**config.mk**
```make
export PLATFORM = sky130hd
export DESIGN_NAME = cgcs_top
export DESIGN_NICKNAME = d
export VERILOG_FILES = /design/src/logic/cgcs_pkg.sv /design/src/logic/cgcs_sync2.sv /design/src/logic/cgcs_top.sv
export SDC_FILE = /design/constraint.sdc
export NUM_CORES = 1
export LEC_CHECK = 0
export BUFFER_PORTS_ARGS = -buffer_cell sky130_fd_sc_hd__buf_2
export CAP_MARGIN = 20
export CORE_MARGIN = 2
export CORE_UTILIZATION = 49
export DETAILED_ROUTE_END_ITERATION = 16
export HOLD_SLACK_MARGIN = 0.03
export PLACE_DENSITY = 0.86
export SYNTH_ARGS = -nofsm -noshare
export SYNTH_HDL_FRONTEND = slang
export SYNTH_SLANG_ARGS = --single-unit
```
**constraint.sdc**
```tcl
create_clock -name clk -period 1.6 [get_ports clk]
set_input_delay 0.16 -clock clk [delete_from_list [all_inputs] [get_ports clk]]
set_output_delay 0.16 -clock clk [all_outputs]
set_load 0.02 [all_outputs]
```
**src/logic/cgcs_pkg.sv**
```systemverilog
/*
 * Package for the CAN global control and status block: register addresses, control and status
 * bit positions, reset values, timing counts and the carrier structs.
 * Assumes an 8-bit special-function-register bus on the core clock.
 */
package cgcs_pkg;
	localparam logic [7:0] GEN_STATUS_ADDR = 8'hAA;
	localparam logic [7:0] GEN_CONTROL_ADDR = 8'hAB;
	localparam int CTL_ABORT = 7;
	localparam int CTL_OVERLOAD = 6;
	localparam int CTL_TTC = 5;
	localparam int CTL_SYNC_END = 4;
	localparam int CTL_LISTEN = 3;
	localparam int CTL_TEST = 2;
	localparam int CTL_ENABLE = 1;
	localparam int CTL_SOFT_RESET = 0;
	localparam int STA_OVERLOAD = 6;
	localparam int STA_TX_BUSY = 4;
	localparam int STA_RX_BUSY = 3;
	localparam int STA_ENABLED = 2;
	localparam int STA_BUS_OFF = 1;
	localparam int STA_ERR_PASSIVE = 0;
	localparam logic [7:0] CONTROL_RESET = 8'h00;
	localparam logic [7:0] STATUS_RESET = 8'h00;
	localparam int CLK_HZ = 40000000;
	localparam int START_DELAY_PERIODS = 2;
	localparam logic [1:0] START_DELAY_CYCLES = 2'(START_DELAY_PERIODS);
	localparam logic [8:0] PASSIVE_LIMIT = 9'h07F;
	localparam logic [8:0] BUS_OFF_LIMIT = 9'h0FF;
	localparam int TIMER_WIDTH = 16;

	typedef struct packed {
		logic [7:0] addr;
		logic [7:0] wdata;
		logic wr;
		logic rd;
	} cgcs_sfr_req_t;

	typedef struct packed {
		logic tx_frame;
		logic tx_ack;
		logic tx_pending;
		logic rx_frame;
		logic frame_idle;
		logic rx_msg_end;
		logic overload_start;
		logic overload_end;
		logic sof;
		logic eof_last;
		logic [7:0] tec;
		logic [7:0] rec;
		logic tec_bus_off;
	} cgcs_proto_t;

	typedef enum logic [1:0] {
		CGCS_STANDBY = 2'b00,
		CGCS_STARTING = 2'b01,
		CGCS_RUNNING = 2'b10,
		CGCS_STOPPING = 2'b11
	} cgcs_mode_t;
endpackage

```
**src/logic/cgcs_sync2.sv**
```systemverilog
/*
 * Two-flop synchroniser for the pin-level receive line.
 * Assumes the input is asynchronous to clk.
 */
`timescale 1ns/1ps
module cgcs_sync2 (
	input wire logic clk,
	input wire logic rst,
	input wire logic d,
	output logic q
);
	logic meta_reg;
	always_ff @(posedge clk) begin
		if (rst) begin
			meta_reg <= 1'b1;
			q <= 1'b1;
		end else begin
			meta_reg <= d;
			q <= meta_reg;
		end
	end
endmodule

```
**src/logic/cgcs_top.sv**
```systemverilog
/*
 * Global control and status of the CAN controller: control register, status register, enable
 * and standby sequencing, soft reset, abort, overload request, time-trigger capture and timer.
 * Assumes the protocol engine reports its frame events on proto, synchronous to clk, and that
 * the recessive CAN level is 1.
 */
`timescale 1ns/1ps
// Contract
// Abort clears all object enables and drops pending transmissions; ongoing frame completes.
// Abort bit stays set until software writes zero.
// Overload request sends one overload frame after next message; cleared when it starts.
// Bit 5 selects time-triggered operation; clear disables its features.
// In time-triggered mode capture timer at end-of-frame if bit 4, else start-of-frame.
// Bit 3 selects listen-only; clearing returns to normal.
// Software leaves test bit 2 cleared.
// Enable bit enables controller and ungates its clock.
// Clearing enable finishes current frame then freezes; object enables unchanged.
// Standby drives recessive transmit, receiver inactive, clock stopped.
// Registers stay accessible while disabled.
// Protocol engine starts two clock periods after enable is set.
// Soft reset bit resets like hardware reset, self-clears, leaves controller disabled.
// Status bit 6 high while own overload frame is sent.
// Status bit 4 high while transmitting or frame waits in interframe space.
// Status bit 3 high while receiver acquires or monitors a frame.
// Status bit 2 shows true enabled state once command takes effect.
// Status is read-only; bit 1 bus-off, bit 0 error-passive.
// Timer counts only once controller is enabled.
// Listen-only never acknowledges or transmits; error counters frozen.
// Time-triggered mode sends each frame once, no retransmission.
// Error-passive above 127 errors, bus-off above 255 transmit errors.
module cgcs_top #(
	parameter int NUM_OBJECTS = 15
) (
	input wire logic clk,
	input wire logic rst,
	input cgcs_pkg::cgcs_sfr_req_t sfr_req,
	output logic [7:0] sfr_rdata,
	input cgcs_pkg::cgcs_proto_t proto,
	input wire logic [NUM_OBJECTS-1:0] object_enable_set,
	input wire logic tx_from_engine,
	input wire logic can_rx_pin,
	output logic can_tx_pin,
	output logic can_rx_to_engine,
	output logic engine_clk_en,
	output logic engine_run,
	output logic engine_reset,
	output logic listen_only,
	output logic no_retransmit,
	output logic overload_pending,
	output logic drop_pending_tx,
	output logic [NUM_OBJECTS-1:0] object_enable,
	output logic [cgcs_pkg::TIMER_WIDTH-1:0] timer_value,
	output logic [cgcs_pkg::TIMER_WIDTH-1:0] ttc_capture,
	output logic ttc_capture_valid
);
	import cgcs_pkg::*;

	typedef struct packed {
		logic [7:0] ctrl;
		logic [7:0] status;
		cgcs_mode_t mode;
		logic [1:0] start_cnt;
		logic [7:0] rdata;
		logic tx;
		logic rx;
		logic clk_en;
		logic run;
		logic eng_rst;
		logic listen;
		logic no_retx;
		logic ovl_pend;
		logic drop;
		logic [NUM_OBJECTS-1:0] obj_en;
		logic [TIMER_WIDTH-1:0] timer;
		logic [TIMER_WIDTH-1:0] capture;
		logic cap_valid;
	} cgcs_state_t;

	cgcs_state_t state_reg;
	cgcs_state_t state_next;
	logic rx_sync;
	logic soft_reset_hit;

	cgcs_sync2 rx_sync_i (
		.clk(clk),
		.rst(rst),
		.d(can_rx_pin),
		.q(rx_sync)
	);

	function automatic logic reg_hit(input cgcs_sfr_req_t r, input logic [7:0] a);
		reg_hit = r.addr == a;
	endfunction

	assign soft_reset_hit = sfr_req.wr && reg_hit(sfr_req, GEN_CONTROL_ADDR) && sfr_req.wdata[CTL_SOFT_RESET];

	always_comb begin
		logic busy;
		logic tx_active;
		logic [8:0] tec9;
		logic [8:0] rec9;
		busy = 1'b0;
		tx_active = 1'b0;
		tec9 = 9'h000;
		rec9 = 9'h000;
		state_next = state_reg;
		state_next.eng_rst = 1'b0;
		state_next.drop = 1'b0;
		state_next.cap_valid = 1'b0;
		busy = proto.tx_frame || proto.rx_frame || proto.tx_ack;
		// The control register stays writable in every mode, including standby.
		if (sfr_req.wr && reg_hit(sfr_req, GEN_CONTROL_ADDR)) begin
			state_next.ctrl = sfr_req.wdata;
			state_next.ctrl[CTL_SOFT_RESET] = 1'b0;
		end
		// The overload request is dropped once its frame goes out.
		if (proto.overload_start && state_reg.ctrl[CTL_OVERLOAD]) begin
			state_next.ctrl[CTL_OVERLOAD] = 1'b0;
		end
		// Abort stays set; it clears every object enable while held.
		if (state_reg.ctrl[CTL_ABORT]) begin
			state_next.obj_en = '0;
			state_next.drop = 1'b1;
		end else begin
			state_next.obj_en = state_reg.obj_en | object_enable_set;
		end
		case (state_reg.mode)
			CGCS_STANDBY: begin
				if (state_reg.ctrl[CTL_ENABLE]) begin
					state_next.mode = CGCS_STARTING;
					state_next.start_cnt = 2'd1;
					state_next.clk_en = 1'b1;
				end
			end
			CGCS_STARTING: begin
				// The engine is released on the second period after enable.
				if (!state_reg.ctrl[CTL_ENABLE]) begin
					state_next.mode = CGCS_STANDBY;
					state_next.clk_en = 1'b0;
				end else if (state_reg.start_cnt == START_DELAY_CYCLES) begin
					state_next.mode = CGCS_RUNNING;
					state_next.run = 1'b1;
				end else begin
					state_next.start_cnt = state_reg.start_cnt + 2'd1;
				end
			end
			CGCS_RUNNING: begin
				if (!state_reg.ctrl[CTL_ENABLE]) begin
					state_next.mode = CGCS_STOPPING;
				end
			end
			CGCS_STOPPING: begin
				// The frame on the bus finishes before the engine freezes.
				if (state_reg.ctrl[CTL_ENABLE]) begin
					state_next.mode = CGCS_RUNNING;
				end else if (!busy) begin
					state_next.mode = CGCS_STANDBY;
					state_next.run = 1'b0;
					state_next.clk_en = 1'b0;
				end
			end
			default: begin
				state_next.mode = CGCS_STANDBY;
			end
		endcase
		state_next.listen = state_reg.ctrl[CTL_LISTEN];
		state_next.no_retx = state_reg.ctrl[CTL_TTC];
		state_next.ovl_pend = state_next.ctrl[CTL_OVERLOAD];
		// Standby holds the line recessive and blinds the receiver; listen-only never drives.
		tx_active = state_reg.run && !state_reg.listen;
		state_next.tx = tx_active ? tx_from_engine : 1'b1;
		state_next.rx = state_reg.clk_en ? rx_sync : 1'b1;
		// Timer runs only while enabled.
		if (state_reg.run) begin
			state_next.timer = state_reg.timer + 16'h0001;
		end
		// Time-triggered capture point follows the sync bit.
		if (state_reg.ctrl[CTL_TTC] && state_reg.run) begin
			if (state_reg.ctrl[CTL_SYNC_END] ? proto.eof_last : proto.sof) begin
				state_next.capture = state_reg.timer;
				state_next.cap_valid = 1'b1;
			end
		end
		tec9 = {1'b0, proto.tec};
		rec9 = {1'b0, proto.rec};
		state_next.status = 8'h00;
		state_next.status[STA_OVERLOAD] = proto.overload_start || (state_reg.status[STA_OVERLOAD]
			&& !proto.overload_end);
		state_next.status[STA_TX_BUSY] = proto.tx_frame || proto.tx_ack
			|| (proto.frame_idle && proto.tx_pending && !state_reg.ctrl[CTL_ABORT]);
		state_next.status[STA_RX_BUSY] = proto.rx_frame;
		state_next.status[STA_ENABLED] = state_next.run;
		state_next.status[STA_BUS_OFF] = proto.tec_bus_off || tec9 > BUS_OFF_LIMIT;
		state_next.status[STA_ERR_PASSIVE] = !state_next.status[STA_BUS_OFF]
			&& (tec9 > PASSIVE_LIMIT || rec9 > PASSIVE_LIMIT);
		state_next.rdata = 8'h00;
		if (sfr_req.rd && reg_hit(sfr_req, GEN_STATUS_ADDR)) begin
			state_next.rdata = state_reg.status;
		end else if (sfr_req.rd && reg_hit(sfr_req, GEN_CONTROL_ADDR)) begin
			state_next.rdata = state_reg.ctrl;
		end
	end

	always_ff @(posedge clk) begin
		if (rst) begin
			state_reg <= '0;
			state_reg.ctrl <= CONTROL_RESET;
			state_reg.status <= STATUS_RESET;
			state_reg.mode <= CGCS_STANDBY;
			state_reg.tx <= 1'b1;
			state_reg.rx <= 1'b1;
			state_reg.eng_rst <= 1'b1;
		end else if (soft_reset_hit) begin
			// Soft reset is ORed with the hardware reset and leaves the node disabled.
			state_reg <= '0;
			state_reg.ctrl <= CONTROL_RESET;
			state_reg.mode <= CGCS_STANDBY;
			state_reg.tx <= 1'b1;
			state_reg.rx <= 1'b1;
			state_reg.eng_rst <= 1'b1;
		end else begin
			state_reg <= state_next;
		end
	end

	assign sfr_rdata = state_reg.rdata;
	assign can_tx_pin = state_reg.tx;
	assign can_rx_to_engine = state_reg.rx;
	assign engine_clk_en = state_reg.clk_en;
	assign engine_run = state_reg.run;
	assign engine_reset = state_reg.eng_rst;
	assign listen_only = state_reg.listen;
	assign no_retransmit = state_reg.no_retx;
	assign overload_pending = state_reg.ovl_pend;
	assign drop_pending_tx = state_reg.drop;
	assign object_enable = state_reg.obj_en;
	assign timer_value = state_reg.timer;
	assign ttc_capture = state_reg.capture;
	assign ttc_capture_valid = state_reg.cap_valid;

	abort_sticky_a: assert property (@(posedge clk) disable iff (rst || soft_reset_hit)
		state_reg.ctrl[CTL_ABORT] && !(sfr_req.wr && reg_hit(sfr_req, GEN_CONTROL_ADDR))
		|=> state_reg.ctrl[CTL_ABORT]) else $error("abort bit cleared by hardware");
	abort_clears_a: assert property (@(posedge clk) disable iff (rst || soft_reset_hit)
		state_reg.ctrl[CTL_ABORT] |=> object_enable == '0) else $error("object enables survive abort");
	start_delay_a: assert property (@(posedge clk) disable iff (rst || soft_reset_hit)
		state_reg.mode == CGCS_STANDBY && state_reg.ctrl[CTL_ENABLE] |=> !engine_run [*2] ##1 engine_run)
		else $error("engine start not two periods after enable");
	standby_tx_a: assert property (@(posedge clk) disable iff (rst || soft_reset_hit)
		!engine_run |=> can_tx_pin) else $error("transmit not recessive in standby");
	listen_tx_a: assert property (@(posedge clk) disable iff (rst || soft_reset_hit)
		listen_only |=> can_tx_pin) else $error("listen-only drove the bus");
	overload_clear_a: assert property (@(posedge clk) disable iff (rst || soft_reset_hit)
		proto.overload_start && state_reg.ctrl[CTL_OVERLOAD] && !sfr_req.wr |=> !state_reg.ctrl[CTL_OVERLOAD])
		else $error("overload request not cleared");
	enable_flag_a: assert property (@(posedge clk) disable iff (rst || soft_reset_hit)
		state_reg.status[STA_ENABLED] == (state_reg.mode == CGCS_RUNNING || state_reg.mode == CGCS_STOPPING))
		else $error("enable flag wrong");
	timer_hold_a: assert property (@(posedge clk) disable iff (rst || soft_reset_hit)
		!engine_run |=> $stable(timer_value)) else $error("timer moved while disabled");
	stop_busy_a: assert property (@(posedge clk) disable iff (rst || soft_reset_hit)
		state_reg.mode == CGCS_STOPPING && proto.tx_frame && !state_reg.ctrl[CTL_ENABLE] |=> engine_run)
		else $error("engine froze mid-frame");
	listen_mode_a: assert property (@(posedge clk) disable iff (rst || soft_reset_hit)
		state_reg.ctrl[CTL_LISTEN]
		|=> listen_only) else $error("listen-only not entered");
	listen_exit_a: assert property (@(posedge clk) disable iff (rst || soft_reset_hit)
		!state_reg.ctrl[CTL_LISTEN]
		|=> !listen_only) else $error("listen-only not left");
	ttc_mode_a: assert property (@(posedge clk) disable iff (rst || soft_reset_hit)
		state_reg.ctrl[CTL_TTC]
		|=> no_retransmit) else $error("retransmission allowed in time-triggered mode");
	ttc_off_a: assert property (@(posedge clk) disable iff (rst || soft_reset_hit)
		!state_reg.ctrl[CTL_TTC]
		|=> !no_retransmit && !ttc_capture_valid) else $error("time-triggered feature active while off");
	capture_end_a: assert property (@(posedge clk) disable iff (rst || soft_reset_hit)
		state_reg.ctrl[CTL_TTC] && state_reg.ctrl[CTL_SYNC_END] && engine_run && proto.eof_last
		|=> ttc_capture_valid && ttc_capture == $past(timer_value)) else $error("no capture at frame end");
	capture_start_a: assert property (@(posedge clk) disable iff (rst || soft_reset_hit)
		state_reg.ctrl[CTL_TTC] && !state_reg.ctrl[CTL_SYNC_END] && engine_run && proto.sof
		|=> ttc_capture_valid) else $error("no capture at frame start");
	clk_en_a: assert property (@(posedge clk) disable iff (rst || soft_reset_hit)
		state_reg.mode == CGCS_STANDBY && state_reg.ctrl[CTL_ENABLE]
		|=> engine_clk_en) else $error("engine clock not ungated on enable");
	clk_gate_a: assert property (@(posedge clk) disable iff (rst || soft_reset_hit)
		state_reg.mode == CGCS_STANDBY
		|-> !engine_clk_en) else $error("engine clock running in standby");
	rx_block_a: assert property (@(posedge clk) disable iff (rst || soft_reset_hit)
		!engine_clk_en
		|=> can_rx_to_engine) else $error("receiver active in standby");
	overload_flag_a: assert property (@(posedge clk) disable iff (rst || soft_reset_hit)
		proto.overload_start
		|=> state_reg.status[STA_OVERLOAD]) else $error("overload flag not set");
	tx_busy_a: assert property (@(posedge clk) disable iff (rst || soft_reset_hit)
		proto.tx_frame || proto.tx_ack
		|=> state_reg.status[STA_TX_BUSY]) else $error("transmitter busy flag not set");
	rx_busy_a: assert property (@(posedge clk) disable iff (rst || soft_reset_hit)
		proto.rx_frame
		|=> state_reg.status[STA_RX_BUSY]) else $error("receiver busy flag not set");
	bus_off_a: assert property (@(posedge clk) disable iff (rst || soft_reset_hit)
		proto.tec_bus_off
		|=> state_reg.status[STA_BUS_OFF] && !state_reg.status[STA_ERR_PASSIVE]) else $error("bus-off flag wrong");
	passive_a: assert property (@(posedge clk) disable iff (rst || soft_reset_hit)
		!proto.tec_bus_off && {1'b0, proto.tec} > PASSIVE_LIMIT
		|=> state_reg.status[STA_ERR_PASSIVE]) else $error("error-passive flag not set");
	soft_reset_a: assert property (@(posedge clk) disable iff (rst)
		soft_reset_hit
		|=> state_reg.ctrl == CONTROL_RESET && !engine_run && engine_reset) else $error("soft reset incomplete");
endmodule

```
# Word level (Yosys, flattened, before mapping)
# Cells that the tools add are included.
dict set report totals {
  regBits 85
  out_inout_bits 65
  word_cells 106
}
dict set report op_classes {
  n_addsub 2
  magnitude_cmp 2
  eq_ne 15
  mux 29
  bitwise 4
  reduce_logical 33
}
# op n
set ops {}
lappend ops {{2-to-1 mux 53 bit} 1}
lappend ops {{2-to-1 mux 17 bit} 2}
lappend ops {{2-to-1 mux 2 bit} 9}
lappend ops {{adder 16 x 1 -> 16 bit (second input constant)} 1}
lappend ops {{== test 8 bit (second input constant)} 2}
lappend ops {{> comparator 8 x 7 -> 1 bit (second input constant)} 2}
lappend ops {{2-to-1 mux 16 bit} 1}
lappend ops {{2-to-1 mux 8 bit} 2}
lappend ops {{2-to-1 mux 15 bit} 1}
lappend ops {{OR 15 bit} 1}
lappend ops {{inequality test 2 bit (second input constant)} 7}
lappend ops {{OR reduction 3 bit} 4}
lappend ops {{logical AND 1 bit} 11}
lappend ops {{case mux 2 bit (4 select lines)} 1}
lappend ops {{AND reduction 4 bit} 2}
lappend ops {{2-to-1 mux 1 bit} 7}
lappend ops {{2-to-1 mux 7 bit} 1}
lappend ops {{== test 2 bit (second input constant)} 3}
lappend ops {{logical OR 1 bit} 6}
lappend ops {{inequality test 3 bit (second input constant)} 2}
lappend ops {{AND reduction 5 bit} 1}
lappend ops {{zero test 1 bit} 4}
lappend ops {{2-to-1 mux 4 bit} 1}
lappend ops {{case mux 2 bit (2 select lines)} 1}
lappend ops {{10 further kinds} 12}

# Longest topological paths before layout
dict set report logic_depth {
  word_depth 5
  mapped_depth 8
  depth_no_buf 6
}

# Modules after synthesis
# Synthesis repeated with hierarchy kept, for this count alone.
dict set report unflattened {
  cells_unflattened 364
  hier_area_um2 3417.0
}
# mod n_inst cells_each area_each_um2 seq_area_each_um2
set by_module_without_submodules {}
lappend by_module_without_submodules {cgcs_top 1 360 3364.5 1601.5}
lappend by_module_without_submodules {cgcs_sync2 1 4 52.6 40.0}

# Worst setup path before layout
# OpenSTA, ideal clock, no wires.
dict set report synth_path {
  kind {reg-to-reg}
  startpoint {register (tool-made name)}
  endpoint {register state_reg, in the netlist timer_value[11]}
  arrival_time_ns 1.373
  required_ns 1.485
  slack_ns 0.112
  path_stages_with_launch 7
  path_buffers 2
  synth_period_minus_slack_ns 1.488
  cell_sequence {dfxtp_1 > buf_4 > nand4_1 > buf_2 > nor4_1 > xnor2_1 > nor2_1}
}
# item line
set synth_rtl {}
lappend synth_rtl {{to (signal assigned)} cgcs_top.sv:222} ;# state_reg <= state_next;
lappend synth_rtl {{to (decl)} cgcs_top.sv:79} ;# cgcs_state_t state_reg;

# Worst setup path after layout
dict set report layout_path {
  startpoint {register state_reg, in the netlist timer_value[8]}
  endpoint {register state_reg, in the netlist timer_value[13]}
}
dict set report layout_between {
  elab_chain_cells 1
}
# item line
set layout_rtl {}
lappend layout_rtl {{adder 16 x 1 -> 16 bit} cgcs_top.sv:175} ;# state_next.timer = state_reg.timer + 16'h0001;
# No other way between the ends.
# A chain may end at the register's enable or synchronous reset.

==> flow_summary_export.csv <==
group,metric,value,unit
timing,fin_skew,0.00819,ns
worst_setup_path,reg2reg_to,"timer_value[13]",
worst_setup_path,total_stage_count_of_the_critical_path,4,
timing,layout_min_cycle_time,1.57,ns
worst_hold_path,hp-class,"in -> reg",
timing,fin_crit_sh,0.984,
placed_design,dpl-instance-area,0.00376,sq mm
worst_setup_path,cp_num_buf_inv,0,
die,initial_utilization,0.506,
worst_setup_path,timing.critical_path.arrival,1.80,ns
timing,timing_worst_slew_pin_value,0.625,ns
finish,postLayoutCellArea,0.00400,sq mm
timing,max-slew-margin-rel,0.582,
synthesis,synthesis.area,0.00342,sq mm
detailed_routing,routed-via-count,2625,
synthesis,synth_edf_count,0,
synthesis,netlist-cell-type-count,37,
timing,fmax,635,MHz
clock_network,worst_skew_pair.late_latency,0.34,ns
synthesis,synth-seq-cells,82,
placed_design,port_buffers,113,
worst_setup_path,reg_to_reg_critical_path_startpoint,"timer_value[8]",
detailed_routing,first_pass_iters,6,
global_routing,number_of_antenna_violations_at_the_first_check_in_global_routing,0,
global_routing,grt_usage,0.182,
clock_network,cts-buffers-inserted,9,
worst_setup_path,worst-endpoint-required,1.82,ns
die,design.portCount,129,
die,die_area,0.00766,sq mm
power_and_ir_drop,total_power,3.62,mW
placed_design,dp_hpwl,4.89,mm
clock_network,worst_setup_hold_path_clk_slew,0.08,ns
worst_setup_path,path_cells,"nand4_1 -> nor4_1 -> xnor2_1 -> nor2_1",
worst_setup_path,setup_slack_of_the_most_critical_reg_to_reg_path,0.03,ns
clock_network,clock_tree.htree_level_count,3,
synthesis,synthCells,364,
worst_hold_path,hold_path.startpoint,"sfr_req[9]",
synthesis,synth_warnings,0,
synthesis,ys_async_sr_fraction,0,
die,fp.dieW,87.5,um
synthesis,synth.net_count,430,
detailed_routing,drt-vias-per-instance,4.98,
clock_network,clock_tree.buffer_depth,2,
synthesis,sequential_element_share_of_the_synthesized_area,0.480,
detailed_routing,routed_wire_length_per_instance,12.8,um
synthesis,synth_flop_cell,"sky130_fd_sc_hd__dfxtp_1",
worst_setup_path,timing.critical_path.to_type,"flip-flop",
worst_setup_path,cp_slowest_cell,"sky130_fd_sc_hd__nor4_1",
global_routing,global_route_wire_length_before_repair,11.0,mm
clock_network,tritoncts_clock_tree,"done",
worst_setup_path,cp-endpoint,"timer_value[13]",
worst_setup_path,timing.critical_path.max_delay_family,"simple AND/OR/NAND/NOR gates",
worst_setup_path,critical_path_launch_point_type,"flip-flop",
finish,antenna_cells,0,
detailed_routing,drt.antenna.violating_nets,0,
die,floorplan.rows,30,
clock_network,postCtsSetupBuffers,0,
synthesis,syn_avg_cell_area,9.39,sq um
worst_setup_path,setup.worst_path.class,"reg -> reg",
timing,drv_slew,0,
detailed_routing,totalWireLength,6.74,mm
finish,drive_gt1_frac,0.356,
die,die-height,87.5,um
power_and_ir_drop,power_per_cell_area,905,mW/mm^2
placed_design,placedCellCount,506,
run,cap_viol_max_count,0,
timing,final_report_hold_violation_count,0,
worst_setup_path,cp-startpoint,"timer_value[8]",
run_status,outcome,"finished clean",
finish,finalNetCount,508,
global_routing,vias_in_the_first_global_route,2476,
power_and_ir_drop,power.static_leakage,1.75,nW
worst_setup_path,path_max_fanout,6,
timing,setup_repair_after_global_routing_missed_its_margin,"true",
clock_network,tritoncts_num_sinks,82,
global_routing,global_route.overflow_total,0,
detailed_routing,drc,0,
detailed_routing,drtIter0Drc,67,
placed_design,globalplace.congestion,0.810,
global_routing,grt_max_degree,26,
finish,post_layout_nonfiller_instances,527,
finish,syn_to_final_growth,16.9,%
clock_network,root_buffer,"sky130_fd_sc_hd__clkbuf_8",
worst_setup_path,worst_path_largest_cell_delay,0.49,ns
timing,report.final.setup_viol,0,
finish,fillCellCount,596,
worst_setup_path,worstRegToRegCells,4,
die,core_area,0.00676,sq mm
timing,fin_setup_tns,0,ns
power_and_ir_drop,peakVddDrop,0.000386,V
[cell type report]
| cell class | count | area, sq um | share of cell area |
|---|---|---|---|
| multi-input cells | 205 | 1260 | 0.316 |
| clock buffers | 10 | 128 | 0.0319 |
| repair buffers | 137 | 796 | 0.199 |
| flip-flops and latches | 82 | 1640 | 0.411 |
| inverters | 7 | 26.3 | 0.00658 |
| clock inverters | 6 | 41.3 | 0.0103 |
| well taps | 80 | 100 | 0.0251 |
[power by group]
| part | total, mW | switching [mW] | internal, mW |
|---|---|---|---|
| Combinational | 0.245 | 0.129 | 0.117 |
| Sequential | 2.09 | 0.0160 | 2.08 |
| Clock | 1.28 | 0.713 | 0.563 |
| Total | 3.61 | 0.857 | 2.76 |
[cells in the mapped netlist (5+ instances only)]
master / instances / area [sq um]
sky130_fd_sc_hd__dfxtp_1: 82 / 1640
sky130_fd_sc_hd__nor2_1: 70 / 263
sky130_fd_sc_hd__buf_4: 61 / 458
sky130_fd_sc_hd__mux2i_1: 30 / 300
sky130_fd_sc_hd__nor3_1: 25 / 125
sky130_fd_sc_hd__nand2_1: 12 / 45.0
sky130_fd_sc_hd__xnor2_1: 12 / 105
sky130_fd_sc_hd__inv_1: 6 / 22.5
sky130_fd_sc_hd__nand4_1: 6 / 37.5
sky130_fd_sc_hd__a21oi_1: 5 / 25.0
sky130_fd_sc_hd__and2_1: 5 / 31.3
sky130_fd_sc_hd__nand3_1: 5 / 25.0
sky130_fd_sc_hd__nor4_1: 5 / 31.3
[cell usage in the layout, fill, tap and decap left out, drive strengths merged]
cell type	Yosys	routed
buf	66	132
dfxtp	82	82
nor2	72	72
mux2i	30	30
nor3	26	26
nand2	12	12
xnor2	12	12
clkbuf	4	10
inv	7	8
nand4	6	6
nand3	5	5
a21oi	5	5
and2	5	5
dlygate4sd3	0	5
nor4	5	5
xor2	3	3
clkinvlp	0	3
nand4b	2	2
or2	2	2
nand2b	2	2
and3	2	2
mux2	2	2
a221oi	2	2
ha	2	2
clkinv	0	2
or3b	1	1
a211oi	1	1
o31ai	1	1
a22oi	1	1
or3	1	1
o21ai	1	1
a21o	1	1
and4b	1	1
nor3b	1	1
a31oi	1	1
[metal layers]
| metal | part of all wire | vias up | wire length, um | GRT usage |
|---|---|---|---|---|
| li1 | - | 1307 | - | - |
| met1 | 0.43 | 1226 | 2930 | 0.215 |
| met2 | 0.50 | 80 | 3390 | 0.315 |
| met3 | 0.046 | 12 | 309 | 0.0341 |
| met4 | 0.016 | 0 | 110 | 0.0923 |
| met5 | 0 | - | 0 | 0 |
[worst min path at each step]
stage / endpoint / cells after the start
CTS: state_reg[81] / 3
finish: state_reg[84] / 3
global placement: rx_sync_i.meta_reg / 2
global route: state_reg[79] / 3
floorplan: state_reg[69] / 1
detailed placement: rx_sync_i.meta_reg / 2
[cells by family after synthesis]
family | share of synthesized area
AND/OR/NAND/NOR | 0.198
adder cells (fa/ha/maj) | 0.00732
buffers and inverters | 0.155
multiplexers | 0.0945
flip-flops | 0.480
XOR/XNOR | 0.0384
AO/OA/AOI/OAI | 0.0260
[stage by stage]
| step | setup WS [ns] | hold WS, ns | utilization |
|---|---|---|---|
| floorplan | 0.112 | 0.239 | - |
| global placement | -0.102 | 0.345 | 0.556 |
| detailed placement | -0.156 | 0.351 | 0.556 |
| CTS | 0.0930 | 0.0406 | 0.589 |
| global route | -0.108 | 0.0623 | 0.591 |
| finish | 0.0263 | 0.0569 | 0.591 |
[worst min-delay path, delay by kind of cell]
family | cells | cell delay, ns
buffers and inverters | 1 | 0.08
AND/OR/NAND/NOR | 1 | 0.07
multiplexers | 1 | 0.05
[repair_timing]
action | 4_1_cts | 5_1_grt
hold endpoints to repair | 5 | 0
hold buffers | 5 | 0
endpoints found under the setup margin | 16 | 4
gates resized for setup | 1 | 2
No activity file was read; power rests on OpenSTA's default activity.
